File: config.mk
export PLATFORM = sky130hd
export DESIGN_NAME = rfpc_flow_ctrl
export DESIGN_NICKNAME = d
export VERILOG_FILES = /design/src/core/rfpc_pkg.sv /design/src/core/rfpc_frame_gen.sv /design/src/core/rfpc_flow_ctrl.sv
export SDC_FILE = /design/constraint.sdc
export NUM_CORES = 1
export LEC_CHECK = 0
export BUFFER_PORTS_ARGS = -buffer_cell sky130_fd_sc_hd__clkbuf_2
export CORE_MARGIN = 2
export CORE_UTILIZATION = 32
export CTS_BUF_LIST = sky130_fd_sc_hd__clkbuf_4
export CTS_CLUSTER_SIZE = 14
export DETAILED_ROUTE_END_ITERATION = 8
export PLACE_DENSITY_LB_ADDON = 0.08
export SLEW_MARGIN = 20
export SYNTH_ARGS = -nofsm -noshare
export SYNTH_HDL_FRONTEND = slang
export SYNTH_SLANG_ARGS = --single-unit
File: constraint.sdc
create_clock -name clock -period 2.99 [get_ports clock]
set_clock_uncertainty 0.05 [all_clocks]
set_input_delay 0.598 -clock clock [delete_from_list [all_inputs] [get_ports clock]]
set_output_delay 0.598 -clock clock [all_outputs]
set_load 0.01 [all_outputs]
File: src/core/rfpc_pkg.sv
/*
  Constants, register layout and carrier types of the receive FIFO pause flow control block.
  Assumes a 10 MHz core clock and a gigabit link whose bit time is 1 ns.
*/
// Operation
// - Lower fill level is read/write bits 15:0 of the watermark register, reset 500h.
// - Upper fill level is read/write bits 31:16 of the watermark register, reset 3B00h.
// - Both levels compare against receive FIFO DWORD entries in use.
// - Reaching the upper level sends a PAUSE frame with time FFFFh quanta.
// - Above the lower level, maximum PAUSE frames repeat slightly before expiry.
// - Falling to the lower level after pausing sends one zero-time PAUSE.
package rfpc_pkg;
  localparam int ADDR_W = 8;
  localparam logic [7:0] WMARK_ADDR = 8'h00;
  localparam logic [7:0] STATUS_ADDR = 8'h04;
  localparam logic [15:0] RELEASE_RESET = 16'h0500;
  localparam logic [15:0] ASSERT_RESET = 16'h3B00;
  localparam int RELEASE_LSB = 0;
  localparam int ASSERT_LSB = 16;
  localparam int STAT_PAUSED_BIT = 0;
  localparam int STAT_BUSY_BIT = 1;
  localparam int STAT_LEVEL_LSB = 16;
  localparam logic [15:0] PAUSE_MAX = 16'hFFFF;
  localparam logic [15:0] PAUSE_ZERO = 16'h0000;
  // One quantum is 512 bit times of 1 ns; refresh is issued 1/16 early.
  localparam longint QUANTUM_NS = 512;
  localparam longint CLOCK_NS = 100;
  localparam longint PAUSE_SPAN_NS = 64'd65535 * QUANTUM_NS;
  localparam longint REFRESH_NS = PAUSE_SPAN_NS - (PAUSE_SPAN_NS / 16);
  localparam int REFRESH_CYCLES = int'(REFRESH_NS / CLOCK_NS);
  localparam int TIMER_W = 24;
  localparam logic [47:0] CTRL_DEST = 48'h0180_C200_0001;
  localparam logic [15:0] CTRL_TYPE = 16'h8808;
  localparam logic [15:0] PAUSE_OPCODE = 16'h0001;
  localparam logic [5:0] FRAME_BYTES = 6'h3C;
  localparam logic [5:0] IDX_SRC = 6'h06;
  localparam logic [5:0] IDX_TYPE = 6'h0C;
  localparam logic [5:0] IDX_OPC = 6'h0E;
  localparam logic [5:0] IDX_TIME = 6'h10;
  localparam logic [5:0] IDX_PAD = 6'h12;

  typedef struct packed {
    logic [7:0] data;
    logic valid;
    logic last;
  } rfpc_tx_t;

  typedef struct packed {
    logic [15:0] assertLevel;
    logic [15:0] releaseLevel;
  } rfpc_wmark_t;
endpackage

File: src/core/rfpc_frame_gen.sv
/*
  Byte serialiser for one PAUSE control frame, without preamble and FCS.
  Assumes the MAC transmit path appends the FCS and drains bytes on txReady.
*/
`timescale 1ns/1ns
module rfpc_frame_gen (
  input wire logic clock, // Core clock.
  input wire logic srst, // Synchronous reset, active high.
  input wire logic start, // Begin a frame; ignored while busy.
  input wire logic [15:0] pauseTime, // Pause quanta for this frame.
  input wire logic [47:0] srcAddr, // Station address placed as source.
  input wire logic txReady, // MAC accepts the presented byte.
  output rfpc_pkg::rfpc_tx_t tx, // Byte stream towards the MAC.
  output logic busy // A frame is in progress.
);
  logic [5:0] idx_r, idx_nxt;
  logic [15:0] time_r, time_nxt;
  rfpc_pkg::rfpc_tx_t tx_r, tx_nxt;
  logic busy_r, busy_nxt;

  function automatic logic [7:0] frameByte(input logic [5:0] i, input logic [47:0] sa,
                                           input logic [15:0] pt);
    logic [7:0] b;
    b = 8'h00;
    if (i < rfpc_pkg::IDX_SRC) begin
      b = rfpc_pkg::CTRL_DEST[8*(5-i) +: 8];
    end else if (i < rfpc_pkg::IDX_TYPE) begin
      b = sa[8*(11-i) +: 8];
    end else if (i < rfpc_pkg::IDX_OPC) begin
      b = rfpc_pkg::CTRL_TYPE[8*(13-i) +: 8];
    end else if (i < rfpc_pkg::IDX_TIME) begin
      b = rfpc_pkg::PAUSE_OPCODE[8*(15-i) +: 8];
    end else if (i < rfpc_pkg::IDX_PAD) begin
      b = pt[8*(17-i) +: 8];
    end
    return b;
  endfunction

  always_comb begin
    idx_nxt = idx_r;
    time_nxt = time_r;
    tx_nxt = tx_r;
    busy_nxt = busy_r;
    if (!busy_r) begin
      if (start) begin
        busy_nxt = 1'b1;
        time_nxt = pauseTime;
        idx_nxt = 6'h01;
        tx_nxt.valid = 1'b1;
        tx_nxt.last = 1'b0;
        tx_nxt.data = frameByte(6'h00, srcAddr, pauseTime);
      end
    end else if (txReady) begin
      if (tx_r.last) begin
        busy_nxt = 1'b0;
        tx_nxt.valid = 1'b0;
        tx_nxt.last = 1'b0;
      end else begin
        tx_nxt.data = frameByte(idx_r, srcAddr, time_r);
        tx_nxt.last = (idx_r == rfpc_pkg::FRAME_BYTES - 6'h01);
        idx_nxt = idx_r + 6'h01;
      end
    end
  end

  always_ff @(posedge clock) begin
    if (srst) begin
      idx_r <= 6'h00;
      time_r <= 16'h0000;
      tx_r <= '0;
      busy_r <= 1'b0;
    end else begin
      idx_r <= idx_nxt;
      time_r <= time_nxt;
      tx_r <= tx_nxt;
      busy_r <= busy_nxt;
    end
  end

  assign tx = tx_r;
  assign busy = busy_r;
endmodule

File: src/core/rfpc_flow_ctrl.sv
/*
  Receive FIFO watermark flow control: registers, pause state and frame requests.
  Assumes rxFifoUsed is a synchronous DWORD occupancy count and software uses
  the plain strobe register port with read data one cycle after the strobe.
*/
// The plain strobed port and the register addresses are this design's own decisions.
`timescale 1ns/1ns
module rfpc_flow_ctrl #(
  parameter int REFRESH_CYCLES = rfpc_pkg::REFRESH_CYCLES
) (
  input wire logic clock, // Core clock, 10 MHz.
  input wire logic srst, // Synchronous reset, active high.
  input wire logic [7:0] regAddr, // Register byte address.
  input wire logic [31:0] regWrData, // Register write data.
  input wire logic regWrStb, // Write strobe.
  input wire logic regRdStb, // Read strobe.
  output logic [31:0] regRdData, // Read data, valid the cycle after regRdStb.
  input wire logic [15:0] rxFifoUsed, // DWORDs in use in the receive FIFO.
  input wire logic [47:0] stationAddr, // Source address for PAUSE frames.
  input wire logic txReady, // MAC takes the presented byte.
  output rfpc_pkg::rfpc_tx_t tx, // PAUSE frame byte stream.
  output logic pauseActive // Partner is being held paused.
);
  typedef enum logic [0:0] {RFPC_IDLE, RFPC_HOLD} rfpc_state_t;

  ////////////////////////////////////////////////////////////////////////////////
  // Register file.
  rfpc_pkg::rfpc_wmark_t wmark_r, wmark_nxt;
  logic [31:0] rdData_r, rdData_nxt;
  logic genBusy;
  rfpc_state_t state_r, state_nxt;

  always_comb begin
    wmark_nxt = wmark_r;
    rdData_nxt = 32'h0000_0000;
    if (regWrStb && regAddr == rfpc_pkg::WMARK_ADDR) begin
      wmark_nxt.releaseLevel = regWrData[rfpc_pkg::RELEASE_LSB +: 16];
      wmark_nxt.assertLevel = regWrData[rfpc_pkg::ASSERT_LSB +: 16];
    end
    if (regRdStb) begin
      unique case (regAddr)
        rfpc_pkg::WMARK_ADDR: begin
          rdData_nxt[rfpc_pkg::RELEASE_LSB +: 16] = wmark_r.releaseLevel;
          rdData_nxt[rfpc_pkg::ASSERT_LSB +: 16] = wmark_r.assertLevel;
        end
        rfpc_pkg::STATUS_ADDR: begin
          rdData_nxt[rfpc_pkg::STAT_PAUSED_BIT] = (state_r == RFPC_HOLD);
          rdData_nxt[rfpc_pkg::STAT_BUSY_BIT] = genBusy;
          rdData_nxt[rfpc_pkg::STAT_LEVEL_LSB +: 16] = rxFifoUsed;
        end
        default: begin
          rdData_nxt = 32'h0000_0000;
        end
      endcase
    end
  end

  always_ff @(posedge clock) begin
    if (srst) begin
      wmark_r.releaseLevel <= rfpc_pkg::RELEASE_RESET;
      wmark_r.assertLevel <= rfpc_pkg::ASSERT_RESET;
      rdData_r <= 32'h0000_0000;
    end else begin
      wmark_r <= wmark_nxt;
      rdData_r <= rdData_nxt;
    end
  end

  assign regRdData = rdData_r;

  ////////////////////////////////////////////////////////////////////////////////
  // Pause state, refresh timer and pending frame requests.
  logic [rfpc_pkg::TIMER_W-1:0] timer_r, timer_nxt;
  logic pendMax_r, pendMax_nxt;
  logic pendZero_r, pendZero_nxt;
  logic atAssert, atRelease, genStart;
  logic [15:0] genTime;

  assign atAssert = (rxFifoUsed >= wmark_r.assertLevel);
  assign atRelease = (rxFifoUsed <= wmark_r.releaseLevel);
  assign genStart = !genBusy && (pendMax_r || pendZero_r);
  // A zero-time request is the newer state whenever both are pending.
  assign genTime = pendZero_r ? rfpc_pkg::PAUSE_ZERO : rfpc_pkg::PAUSE_MAX;

  always_comb begin
    state_nxt = state_r;
    timer_nxt = timer_r;
    pendMax_nxt = pendMax_r;
    pendZero_nxt = pendZero_r;
    if (genStart) begin
      pendMax_nxt = 1'b0;
      pendZero_nxt = 1'b0;
    end
    if (genStart && !pendZero_r) begin
      timer_nxt = rfpc_pkg::TIMER_W'(REFRESH_CYCLES - 1);
    end else if (timer_r != '0) begin
      timer_nxt = timer_r - 1'b1;
    end
    unique case (state_r)
      RFPC_IDLE: begin
        if (atAssert) begin
          state_nxt = RFPC_HOLD;
          pendMax_nxt = 1'b1;
          pendZero_nxt = 1'b0;
        end
      end
      RFPC_HOLD: begin
        if (atRelease) begin
          state_nxt = RFPC_IDLE;
          pendZero_nxt = 1'b1;
          pendMax_nxt = 1'b0;
        end else if (timer_r == '0 && !pendMax_r && !genBusy) begin
          pendMax_nxt = 1'b1;
        end
      end
    endcase
  end

  always_ff @(posedge clock) begin
    if (srst) begin
      state_r <= RFPC_IDLE;
      timer_r <= '0;
      pendMax_r <= 1'b0;
      pendZero_r <= 1'b0;
    end else begin
      state_r <= state_nxt;
      timer_r <= timer_nxt;
      pendMax_r <= pendMax_nxt;
      pendZero_r <= pendZero_nxt;
    end
  end

  assign pauseActive = (state_r == RFPC_HOLD);

  ////////////////////////////////////////////////////////////////////////////////
  // Frame serialiser.
  rfpc_frame_gen frameGen (
    .clock(clock),
    .srst(srst),
    .start(genStart),
    .pauseTime(genTime),
    .srcAddr(stationAddr),
    .txReady(txReady),
    .tx(tx),
    .busy(genBusy)
  );
endmodule

# ---- Word-level counts from Yosys, hierarchy flattened
# Index checks and enable logic that the tools add are counted.
dict set report op_classes {
  n_lt_le_gt_ge 7
  addsub 7
  n_bitwise 4
  eq_ne 5
  shift 5
  n_mux 36
  reduce_logical 21
}
# operator count
set ops {}
lappend ops {{16-bit by 33-bit indexed part select with 8-bit output, first input constant} 2}
lappend ops {{8-bit two-way mux} 6}
lappend ops {{48-bit by 33-bit indexed part select with 8-bit output} 1}
lappend ops {{48-bit by 33-bit indexed part select with 8-bit output, first input constant} 1}
lappend ops {{19-bit two-way mux} 2}
lappend ops {{16-bit by 33-bit indexed part select with 8-bit output} 1}
lappend ops {{16-bit case mux with 2 select lines} 1}
lappend ops {{10-bit two-way mux} 3}
lappend ops {{24-bit logical NOT} 1}
lappend ops {{6-bit two-way mux} 4}
lappend ops {{24-bit nonzero test} 1}
lappend ops {{24-bit by 1-bit subtractor with 24-bit output, second input constant} 1}
lappend ops {{4-bit by 6-bit subtractor with 7-bit output, first input constant} 3}
lappend ops {{16-bit greater-or-equal comparator} 1}
lappend ops {{16-bit less-or-equal comparator} 1}
lappend ops {{16-bit two-way mux} 1}
lappend ops {{1-bit two-way mux} 15}
lappend ops {{6-bit by 4-bit less-than comparator with 1-bit output, second input constant} 2}
lappend ops {{6-bit by 5-bit less-than comparator with 1-bit output, second input constant} 2}
lappend ops {{8-bit by 3-bit equality test with 1-bit output, second input constant} 1}
lappend ops {{8-bit logical NOT} 1}
lappend ops {{3-bit by 6-bit subtractor with 7-bit output, first input constant} 1}
lappend ops {{5-bit by 6-bit subtractor with 7-bit output, first input constant} 1}
lappend ops {{6-bit by 1-bit adder with 6-bit output, second input constant} 1}
lappend ops {{15 further kinds} 31}
dict set report totals {
  elab_cells 100
  ff_bits 124
  output_inout_bits 43
  inputBits 109
}

# ---- Longest topological paths before layout
# Gate-level depths: netlist of run 1.
dict set report logic_depth {
  depth_word 10
  ltp_mapped 9
  ltp_nobuf 8
}

# ---- Cells and area by module
# A second synthesis of run 1 with hierarchy kept.
dict set report unflattened {
  cells_unflattened 743
  area_unflattened_um2 6461.2
}
# mod seq_area_each_um2 area_each_um2 cells_per_inst n_inst
set modules_own_cells {}
lappend modules_own_cells {rfpc_flow_ctrl 1821.7 4301.6 492 1}
lappend modules_own_cells {rfpc_frame_gen 660.6 2159.6 251 1}

# ---- Worst setup path after synthesis of run 1
# Ideal clock, no wire load.
dict set report synth_path {
  kind {register to register}
  start {register timer_r[0] (netlist name)}
  end {register timer_r[6] (netlist name)}
  setup_slack_ns 0.510
  stages_incl_launch_ff 10
  period_less_slack_ns 2.480
  setup_time_ns 0.133
  path_buffers 1
  arrival_time_ns 2.298
  t_required_ns 2.807
  cell_sequence {dfxtp_1 -> inv_1 -> ha_1 -> or4b_2 -> or4_4 -> or3_1 -> buf_4 -> nand4_1 -> xor2_1 -> a21oi_1}
}
dict set report synth_via {
  elab_chain_len 3
  elab_cells_between_ends 5
  classes_between {add/sub (1); mux (2); reduce/logical (2)}
}
# item line
set synth_rtl {}
lappend synth_rtl {{start: declaration} rfpc_flow_ctrl.sv:73} ;# logic [rfpc_pkg::TIMER_W-1:0] timer_r, timer_nxt;
lappend synth_rtl {{start signal: assignment} rfpc_flow_ctrl.sv:127} ;# timer_r <= timer_nxt;
lappend synth_rtl {{24-bit by 1-bit subtractor with 24-bit output} rfpc_flow_ctrl.sv:97} ;# timer_nxt = timer_r - 1'b1;
lappend synth_rtl {{19-bit two-way mux} rfpc_flow_ctrl.sv:96} ;# end else if (timer_r != '0) begin
lappend synth_rtl {{19-bit two-way mux} rfpc_flow_ctrl.sv:94} ;# if (genStart && !pendZero_r) begin
# Several ways; a longest one is shown, not always the timed one. The select of a mux whose other input is x is not followed.
# A chain may end at the register's enable or synchronous reset.

# ---- Worst setup path after layout of run 1
# Ends and elaborated chain as after synthesis.

==> results.json, run 1 <==
{
  "outcome": "finished, final reports clean",
  "post_synth_inst_count": 616,
  "synth.yosys.seq_area_share": 0.403,
  "place.port_buffers": 151,
  "synth.top_cells.by_area": "sky130_fd_sc_hd__dfxtp_1, sky130_fd_sc_hd__ha_1, sky130_fd_sc_hd__nand2_1",
  "cts_max_path_buffers": 2,
  "fp.dieH_um": 134,
  "synth-edff-count": 0,
  "fp.dieArea_um2": 18000,
  "initial_core_util": 0.326,
  "ys_ff_latch": 109,
  "whs_path_depth": 3,
  "worst-r2r-setup-slack_ns": 0.30,
  "grt_pass1_vias": 4741,
  "synth-xor-area-share": 0.0421,
  "p_int_mw": 2.37,
  "netSwitchingPower_mw": 1.09,
  "power.clock.fraction": 0.245,
  "synth.avg_cell_area_um2": 8.78,
  "synth.yosys.warnings": 0,
  "timing.critical_path.fanout_max": 8,
  "normalized_max_slew_margin": 0.624,
  "cts_max_level": 3,
  "leftover_overflow_at_the_end_of_global_routing": 0,
  "core.rowCount": 47,
  "tritoncts.num_buffers": 9,
  "per_cell_routed_wire_length_um": 14.5,
  "final.setup.tns_ns": 0,
  "hold_viol_final": 0,
  "netlist.area_leader.share": 0.403,
  "post_route_cells_drive_above_1_share": 0.267,
  "core_um2": 16600,
  "dp.final_hpwl_um": 10900,
  "tritoncts": "built",
  "drc": 0,
  "hold_end": "wmark_r[19]",
  "vias": 4806,
  "timing.max_cap.violations": 0,
  "leakage_nw": 2.86,
  "synth_compound_area_frac": 0.141,
  "final_util": 0.400,
  "criticalPathCategory": "reg2reg",
  "post_synth_adder_cell_area": 0.0971,
  "async_flop_share": 0,
  "max_freq_mhz": 372,
  "sequentialPowerShare": 0.491,
  "min_from": "regWrData[19]",
  "cts.repair_timing.setup_buffer_count": 0,
  "synth_simple_gate_area_frac": 0.184,
  "setup.worst_path.start_class": "register",
  "grt_usage": 0.163,
  "post_syn_nets": 767,
  "worst-endpoint-required_ns": 3.29,
  "post_synth_mux_area_share": 0.0832,
  "finish.net_count": 915,
  "report.power.total_mw": 3.46,
  "postCtsResizedCells": 0,
  "numClockSinks": 109,
  "grt_setup_unrepaired": "no",
  "hold_path_class": "in2reg",
  "finalCriticalPeriod_ns": 2.69,
  "dp_cells": 973,
  "peakVddDrop_mv": 0.270,
  "layout.cells.non_filler": 990,
  "ys_types": 54,
  "routability_cong": 0.791,
  "antenna_found_initial": 0,
  "yosysMostFrequentCell": "sky130_fd_sc_hd__dfxtp_1",
  "clock-root-buffer": "sky130_fd_sc_hd__clkbuf_4",
  "hold_buffers": 0,
  "max_slew_vio_count": 0,
  "cellPowerDensity_nw_per_um2": 522,
  "worst_slew_pin_slew_ns": 0.550,
  "top_cells_by_count_synth": "sky130_fd_sc_hd__dfxtp_1, sky130_fd_sc_hd__nand2_1, sky130_fd_sc_hd__nor2_1",
  "worstSetupEndpointType": "register",
  "post-synth-top-area-cell": "sky130_fd_sc_hd__dfxtp_1",
  "comb_power_share": 0.265,
  "ioPinCount": 152,
  "wl_um": 14400,
  "clkLatencyLatePin_ns": 0.47,
  "dr.first_iter.drc_count": 212,
  "path_clk_slew_ns": 0.16,
  "sw_frac_of_total": 0.316,
  "final.fill_count": 1744,
  "synth_top_family_by_area": "simple AND/OR/NAND/NOR gates",
  "reg2regPathDepth": 8,
  "timing.rr.end": "timer_r[6]",
  "die_width_um": 134,
  "route.detailed.vias_per_inst": 4.85,
  "place_area_um2": 6470,
  "areaGrowthSynthToFinish_pct": 22.5,
  "critPathArrivalTime_ns": 2.99,
  "fin_crit_sh": 0.899,
  "synth-main-ff-cell": "sky130_fd_sc_hd__dfxtp_1",
  "design_area_um2": 6630,
  "firstDrtPassIters": 4,
  "synthesis.area_um2": 5410,
  "grt_max_degree": 47,
  "grt_first_pass_wirelength_um": 23600,
  "critical_path.reg2reg.startpoint": "timer_r[0]",
  "ant_nets": 0,
  "timing.final.setup_violations": 0
}
-- power by group through the flow --
stage                     clock, mW  combinational (mW)  sequential, mW
after global routing          0.935                1.03            1.72
after CTS                     0.879               0.929            1.70
after global placement            0               0.909            1.73
final                         0.848               0.917            1.70
after floorplan                   0               0.710            1.69
after detailed placement          0               0.922            1.73
-- layout by cell type, fill, tap and decap left out, types with 3 or more instances in the layout --
cell	instances
sky130_fd_sc_hd__or4_1	6
sky130_fd_sc_hd__a211oi_1	3
sky130_fd_sc_hd__clkinv_2	3
sky130_fd_sc_hd__xor2_1	7
sky130_fd_sc_hd__nand3_1	12
sky130_fd_sc_hd__inv_1	40
sky130_fd_sc_hd__nor3_1	26
sky130_fd_sc_hd__nor2_1	56
sky130_fd_sc_hd__buf_4	14
sky130_fd_sc_hd__a22o_1	6
sky130_fd_sc_hd__clkbuf_2	151
sky130_fd_sc_hd__o21ai_0	14
sky130_fd_sc_hd__or4_4	3
sky130_fd_sc_hd__nand2_1	74
sky130_fd_sc_hd__nor4_1	6
sky130_fd_sc_hd__mux4_2	8
sky130_fd_sc_hd__clkbuf_4	11
sky130_fd_sc_hd__dfxtp_1	109
sky130_fd_sc_hd__nand4_1	10
sky130_fd_sc_hd__a31oi_1	6
sky130_fd_sc_hd__mux2_2	8
sky130_fd_sc_hd__o211ai_1	11
sky130_fd_sc_hd__ha_1	42
sky130_fd_sc_hd__or3_1	7
sky130_fd_sc_hd__a22oi_1	8
sky130_fd_sc_hd__mux2i_1	18
sky130_fd_sc_hd__xnor2_1	19
sky130_fd_sc_hd__a21oi_1	55
-- registers in the layout, indices dropped and copies added, names as in the netlist --
name / cells
frameGen.time_r: 1
timer_r: 24
wmark_r: 32
pendZero_r: 1
regRdData: 32
pendMax_r: 1
frameGen.busy: 1
frameGen.idx_r: 6
frameGen.tx: 10
pauseActive: 1
-- worst max-delay path, stage by stage (launching register included) --
cell,delay (ns)
sky130_fd_sc_hd__dfxtp_1,0.36
sky130_fd_sc_hd__inv_1,0.11
sky130_fd_sc_hd__ha_1,0.16
sky130_fd_sc_hd__or4b_2,0.57
sky130_fd_sc_hd__or4_4,0.45
sky130_fd_sc_hd__or3_1,0.48
sky130_fd_sc_hd__nand4_1,0.17
sky130_fd_sc_hd__xor2_1,0.15
sky130_fd_sc_hd__a21oi_1,0.07
-- kinds of logic (layout without fill, tap and decap cells) --
| logic type | count (synthesis) | in the layout |
|---|---|---|
| fa+ha+maj | 42 | 42 |
| buf+inv | 70 | 223 |
| mux | 34 | 34 |
| compound gates | 123 | 123 |
| other cells | 0 | 1 |
| xor+xnor | 26 | 26 |
| simple gates | 212 | 212 |
| flops | 109 | 109 |
-- how the worst max path moves through the flow --
stage          startpoint         end  slack [ns]
6_report       timer_r[0]  timer_r[6]        0.30
5_1_grt        timer_r[0]  timer_r[6]        0.17
3_5_place_dp   timer_r[0]  timer_r[6]        0.34
3_3_place_gp   timer_r[0]  timer_r[6]        0.38
2_1_floorplan  timer_r[0]  timer_r[6]        0.51
4_1_cts        timer_r[0]  timer_r[6]        0.31
-- stage by stage --
stage | hold WS, ns | worst slack, ns
2_1_floorplan | 0.386 | 0.510
3_3_place_gp | 0.394 | 0.380
3_5_place_dp | 0.399 | 0.337
4_1_cts | 0.224 | 0.312
5_1_grt | 0.246 | 0.168
6_report | 0.261 | 0.301
-- routing by layer --
metal  vias up  part of all wire  GRT usage
li1       2470                 -          -
met1      2222              0.46      0.209
met5         -                 0          0
met3        14             0.036     0.0238
met2       100              0.49      0.283
met4         0             0.013     0.0491
-- layout make-up --
class	count	area (um^2)	area share
multi-input cells	437	2960	0.447
flip-flops and latches	109	2180	0.329
repair buffers	167	901	0.136
well taps	220	275	0.0415
inverters	40	150	0.0226
clock buffers	11	82.6	0.0125
clock inverters	5	75.1	0.0113
diodes	1	2.50	0.000377
Power figures use the tool's default switching activity.
==> run 2, diff against run 1 <==
Settings changed: SYNTH_HIERARCHICAL from default to 1.
==> results.json, run 2 <==
{
  "critPathArrivalTime_ns": 2.76,
  "hold_buffers": 0,
  "holdWs_ns": 0.189,
  "synth-main-ff-cell": "sky130_fd_sc_hd__dfxtp_1",
  "post_syn_nets": 893,
  "synth.top_cells.by_area": "sky130_fd_sc_hd__dfxtp_1, sky130_fd_sc_hd__ha_1, sky130_fd_sc_hd__nand2_1",
  "async_flop_share": 0,
  "timing.final.setup_violations": 0,
  "path_clk_slew_ns": 0.12,
  "post_route_cells_drive_above_1_share": 0.244,
  "firstDrtPassIters": 7,
  "dp_cells": 1137,
  "worst-endpoint-required_ns": 3.41,
  "timing.critical_path.fanout_max": 9,
  "numClockSinks": 124,
  "ys_ff_latch": 124,
  "fp.dieArea_um2": 21300,
  "per_cell_routed_wire_length_um": 15.5,
  "final.setup.tns_ns": 0,
  "critical_path.startpoint": "timer_r[0]",
  "grt_pass1_vias": 5770,
  "worst_slew_pin_slew_ns": 0.866,
  "grt_usage": 0.173,
  "top_cells_by_count_synth": "sky130_fd_sc_hd__dfxtp_1, sky130_fd_sc_hd__nand2_1, sky130_fd_sc_hd__a21oi_1",
  "yosysMostFrequentCell": "sky130_fd_sc_hd__dfxtp_1",
  "worst-r2r-setup-slack_ns": 0.65,
  "initial_core_util": 0.329,
  "synth.avg_cell_area_um2": 8.70,
  "cts.repair_timing.setup_buffer_count": 0,
  "tritoncts.num_buffers": 17,
  "timing.rr.end": "timer_r[1]",
  "finish.net_count": 1041,
  "antenna_found_initial": 1,
  "max_slew_vio_count": 0,
  "critical_path.reg2reg.startpoint": "timer_r[0]",
  "crit_end": "timer_r[1]",
  "final_util": 0.396,
  "grt_max_degree": 69,
  "cellPowerDensity_nw_per_um2": 562,
  "worstSetupEndpointType": "register",
  "cts_max_path_buffers": 2,
  "most-common-layout-cells": "sky130_fd_sc_hd__clkbuf_2, sky130_fd_sc_hd__dfxtp_1, sky130_fd_sc_hd__nand2_1, sky130_fd_sc_hd__a21oi_1, sky130_fd_sc_hd__nor2_1",
  "peakVddDrop_mv": 0.232,
  "postCtsResizedCells": 0,
  "criticalPathCategory": "reg2reg",
  "setup.worst_path.start_class": "register",
  "vias": 5816,
  "cts_max_level": 4,
  "tritoncts": "built",
  "die_width_um": 146,
  "post-synth-top-area-cell": "sky130_fd_sc_hd__dfxtp_1",
  "ys_types": 71,
  "clkLatencyLatePin_ns": 0.55,
  "synth-edff-count": 0,
  "core_um2": 19700,
  "layout.cells.non_filler": 1170,
  "routability_cong": 0.874,
  "timing.max_cap.violations": 0,
  "fp.dieH_um": 146,
  "dr.first_iter.drc_count": 252,
  "place.port_buffers": 151,
  "fin_crit_sh": 0.784,
  "synth.yosys.seq_area_share": 0.384,
  "dp.final_hpwl_um": 13600,
  "final_worst_setup_slack_ns": 0.646,
  "normalized_max_slew_margin": 0.422,
  "synth.yosys.warnings": 6,
  "route.detailed.vias_per_inst": 4.97,
  "areaGrowthSynthToFinish_pct": 20.4,
  "leftover_overflow_at_the_end_of_global_routing": 0,
  "post_synth_inst_count": 743,
  "core.rowCount": 51,
  "max_freq_mhz": 427,
  "drc": 0,
  "most_common_library_cell_in_the_layout_ignoring_fill_and_taps": "sky130_fd_sc_hd__clkbuf_2",
  "grt_first_pass_wirelength_um": 29800,
  "grt_setup_unrepaired": "no",
  "hold_viol_final": 0,
  "leakage_nw": 3.18,
  "synthesis.area_um2": 6460,
  "finalCriticalPeriod_ns": 2.34,
  "netlist.area_leader.share": 0.384,
  "ioPinCount": 152,
  "outcome": "finished, final reports clean",
  "reg2regPathDepth": 7,
  "ant_nets": 0,
  "clock-root-buffer": "sky130_fd_sc_hd__clkbuf_4",
  "hold_path_class": "in2reg",
  "minimum_setup_slack_after_placement_ns": 0.476,
  "wl_um": 18100
}
[run 2: cell count changes after synthesis, sizes merged, moves of 9 or more]
cell,before,now
nand2b,0,9
nand2,75,119
mux2i,18,34
dfxtp,109,124
buf,5,14
o31ai,1,10
xnor2,19,5
a21oi,55,75
[run 2: kinds of logic (layout without fill, tap and decap cells)]
logic type / Yosys count / count (layout) / synth area share
compound gates: 157 / 157 / 0.155
simple gates: 282 / 282 / 0.217
fa+ha+maj: 41 / 41 / 0.0794
xor+xnor: 14 / 14 / 0.0190
buf+inv: 80 / 240 / 0.0558
flops: 124 / 124 / 0.384
mux: 45 / 45 / 0.0893
other cells: 0 / 2 / 0
[run 2: area by class of cell]
| type | count | area, um^2 |
|---|---|---|
| well taps | 265 | 332 |
| flip-flops and latches | 124 | 2480 |
| fillers | 2072 | 11900 |
| multi-input cells | 539 | 3620 |
| inverters | 42 | 158 |
| clock buffers | 17 | 128 |
| diodes | 2 | 5.00 |
| repair buffers | 167 | 913 |
| clock inverters | 14 | 145 |
[run 2: critical path: stages, from the launching register on]
cell and delay (ns):
sky130_fd_sc_hd__dfxtp_1 0.34, sky130_fd_sc_hd__inv_1 0.11, sky130_fd_sc_hd__ha_1 0.15, sky130_fd_sc_hd__nor4b_1 0.38
sky130_fd_sc_hd__nand4_2 0.33, sky130_fd_sc_hd__nor3_1 0.41, sky130_fd_sc_hd__mux2_2 0.38, sky130_fd_sc_hd__a21oi_1 0.13
[run 2: power breakdown]
| group | total [mW] | switching, mW | leakage (nW) | internal, mW |
|---|---|---|---|---|
| registers | 1.97 | 0.172 | 1.01 | 1.80 |
| logic | 1.24 | 0.697 | 2.04 | 0.548 |
| clock network | 1.16 | 0.667 | 0.134 | 0.491 |
[run 2: worst min-delay path by stage]
stage | start | end | slack [ns] | cells after the start
final | regWrData[10] | wmark_r[10] | 0.19 | 2
after global routing | regWrData[27] | wmark_r[27] | 0.15 | 2
after CTS | regWrData[10] | wmark_r[10] | 0.15 | 2
after detailed placement | wmark_r[15] | wmark_r[15] | 0.40 | 2
after global placement | frameGen/time_r[9] | frameGen/time_r[9] | 0.39 | 2
after floorplan | frameGen/time_r[7] | frameGen/time_r[7] | 0.38 | 2
[run 2: stage by stage]
stage / power (mW) / area [um^2]
2_1_floorplan: 2.93 / 6460
5_1_grt: 4.70 / 7780
3_3_place_gp: 3.22 / 7500
6_report: 4.38 / 7780
4_1_cts: 4.44 / 7780
3_5_place_dp: 3.26 / 7500
[run 2: layer usage]
layer | global-route usage | part of all wire
met1 | 0.231 | 0.48
met2 | 0.278 | 0.46
met3 | 0.0409 | 0.044
met4 | 0.0553 | 0.017
met5 | 0 | 0
==> run 3, diff against run 2 <==
Clock period 2.99 ns to 1.9 ns, I/O delays scaled along.
==> results.json, run 3 (synthesis gave the netlist of run 2 again) <==
{
  "dp.final_hpwl_um": 14200,
  "drc": 0,
  "slowest_stage": "sky130_fd_sc_hd__or4_4",
  "minimum_setup_slack_after_placement_ns": -0.381,
  "die_width_um": 146,
  "crit_end": "timer_r[1]",
  "critical_path.startpoint": "timer_r[6]",
  "p_int_mw": 5.39,
  "worst-r2r-setup-slack_ns": -0.21,
  "most_common_library_cell_in_the_layout_ignoring_fill_and_taps": "sky130_fd_sc_hd__clkbuf_2",
  "critPathArrivalTime_ns": 2.54,
  "per_cell_routed_wire_length_um": 15.0,
  "worstSetupEndpointType": "register",
  "grt_pass1_vias": 6315,
  "timing.max_cap.violations": 0,
  "grt_max_degree": 33,
  "tritoncts": "built",
  "fin_crit_sh": 1.11,
  "post_route_cells_drive_above_1_share": 0.390,
  "comb_power_share": 0.412,
  "grt_first_pass_wirelength_um": 31500,
  "power.clock.fraction": 0.224,
  "clock-root-buffer": "sky130_fd_sc_hd__clkbuf_4",
  "sequentialPowerShare": 0.364,
  "worst-endpoint-required_ns": 2.33,
  "firstDrtPassIters": 4,
  "peakVddDrop_mv": 0.941,
  "ioPinCount": 152,
  "cts_max_level": 4,
  "max_freq_mhz": 473,
  "violations_in_the_final_reports": "negative setup slack",
  "route.detailed.vias_per_inst": 4.92,
  "final.fill_count": 1946,
  "normalized_max_slew_margin": 0.646,
  "reg2regPathDepth": 5,
  "initial_core_util": 0.329,
  "fp.dieArea_um2": 21300,
  "sw_frac_of_total": 0.356,
  "timing.critical_path.fanout_max": 5,
  "clkLatencyLatePin_ns": 0.54,
  "core.rowCount": 51,
  "critical_path.reg2reg.startpoint": "timer_r[6]",
  "report.power.total_mw": 8.36,
  "outcome": "complete, but fails checks",
  "criticalPathCategory": "reg2reg",
  "cellPowerDensity_nw_per_um2": 894,
  "timing.final.setup_violations": 24,
  "grt_setup_unrepaired": "yes",
  "hold_viol_final": 0,
  "core_um2": 19700,
  "most-common-layout-cells": "sky130_fd_sc_hd__clkbuf_2, sky130_fd_sc_hd__nand2_1, sky130_fd_sc_hd__buf_4, sky130_fd_sc_hd__dfxtp_1, sky130_fd_sc_hd__a21oi_1",
  "numClockSinks": 124,
  "max_slew_vio_count": 0,
  "hold_path_class": "in2reg",
  "place.port_buffers": 151,
  "timing.rr.end": "timer_r[1]",
  "leakage_nw": 3.89,
  "fp.dieH_um": 146,
  "ant_nets": 0,
  "routability_cong": 0.823,
  "netSwitchingPower_mw": 2.98,
  "path_clk_slew_ns": 0.12,
  "antenna_found_initial": 1,
  "cp_cell_sequence": "or4_4, or3_4, nor3_4, mux2_4, a21oi_2",
  "dr.first_iter.drc_count": 356,
  "finalCriticalPeriod_ns": 2.11,
  "worst_slew_pin_slew_ns": 0.531,
  "wl_um": 19600,
  "areaGrowthSynthToFinish_pct": 44.9,
  "setup.worst_path.start_class": "register",
  "cpPeakStageDelay_ns": 0.58,
  "cts_max_path_buffers": 2,
  "tritoncts.num_buffers": 17,
  "grt_usage": 0.181,
  "final_worst_setup_slack_ns": -0.213,
  "finish.net_count": 1172,
  "leftover_overflow_at_the_end_of_global_routing": 0,
  "vias": 6406
}
==> run 3: final cells by class <==
type,instances,area [um^2],share of cell area
Clock inverter,15,146,0.0156
Sequential cell,124,2510,0.268
Inverter,42,158,0.0168
Tap cell,265,332,0.0354
Clock buffer,17,128,0.0136
Timing Repair Buffer,298,2000,0.213
Multi-Input combinational cell,539,4090,0.437
Antenna cell,1,2.50,0.000267
==> run 3: critical path, delay by kind of cell, from the launching register on <==
family,cells,cell delay [ns]
flip-flops,1,0.34
AND/OR/NAND/NOR,3,1.23
AO/OA/AOI/OAI,1,0.11
multiplexers,1,0.33
==> run 3: worst min path at each step <==
stage,cells past startpoint,from,end,slack [ns]
floorplan,2,frameGen/time_r[7],frameGen/time_r[7],0.38
global placement,2,frameGen/time_r[7],frameGen/time_r[7],0.39
detailed placement,2,frameGen/time_r[7],frameGen/time_r[7],0.39
CTS,2,txReady,frameGen/busy,0.02
global route,3,regWrData[7],wmark_r[7],0.02
finish,3,regWrData[31],wmark_r[31],0.06
==> run 3: timing repair <==
| action | 4_1_cts | 5_1_grt |
|---|---|---|
| hold endpoints to repair | 30 | 0 |
| gates resized for setup | 49 | 53 |
| endpoints found under the setup margin | 25 | 30 |
| pin swaps | 22 | 28 |
| hold buffers | 30 | 0 |
| buffers inserted | 6 | 6 |
==> run 3: per-stage QoR <==
step                      TNS [ns]  utilization  instances  area [um^2]  hold slack [ns]
after floorplan              -1.54            -        743         6510            0.383
after global placement       -2.97        0.419       1227         8230            0.389
after detailed placement     -3.94        0.419       1227         8230            0.393
after CTS                    -2.74        0.461       1294         9060           0.0156
after global routing         -4.98        0.476       1301         9360           0.0244
final                        -3.03        0.476       1301         9360           0.0636
==> run 3: power groups by stage <==
stage | logic (mW) | registers [mW] | clock network (mW)
after floorplan | 1.64 | 3.10 | 0
final | 3.45 | 3.05 | 1.87
after CTS | 3.07 | 3.03 | 1.95
after global placement | 2.78 | 3.07 | 0
after detailed placement | 2.83 | 3.08 | 0
after global routing | 3.76 | 3.08 | 2.06
==> run 3: per-layer routing <==
layer | wire, um | vias to the layer above | track usage
li1 | - | 3224 | -
met1 | 9240 | 3052 | 0.240
met2 | 9480 | 121 | 0.305
met3 | 668 | 9 | 0.0394
met4 | 178 | 0 | 0.0383
met5 | 0 | - | 0
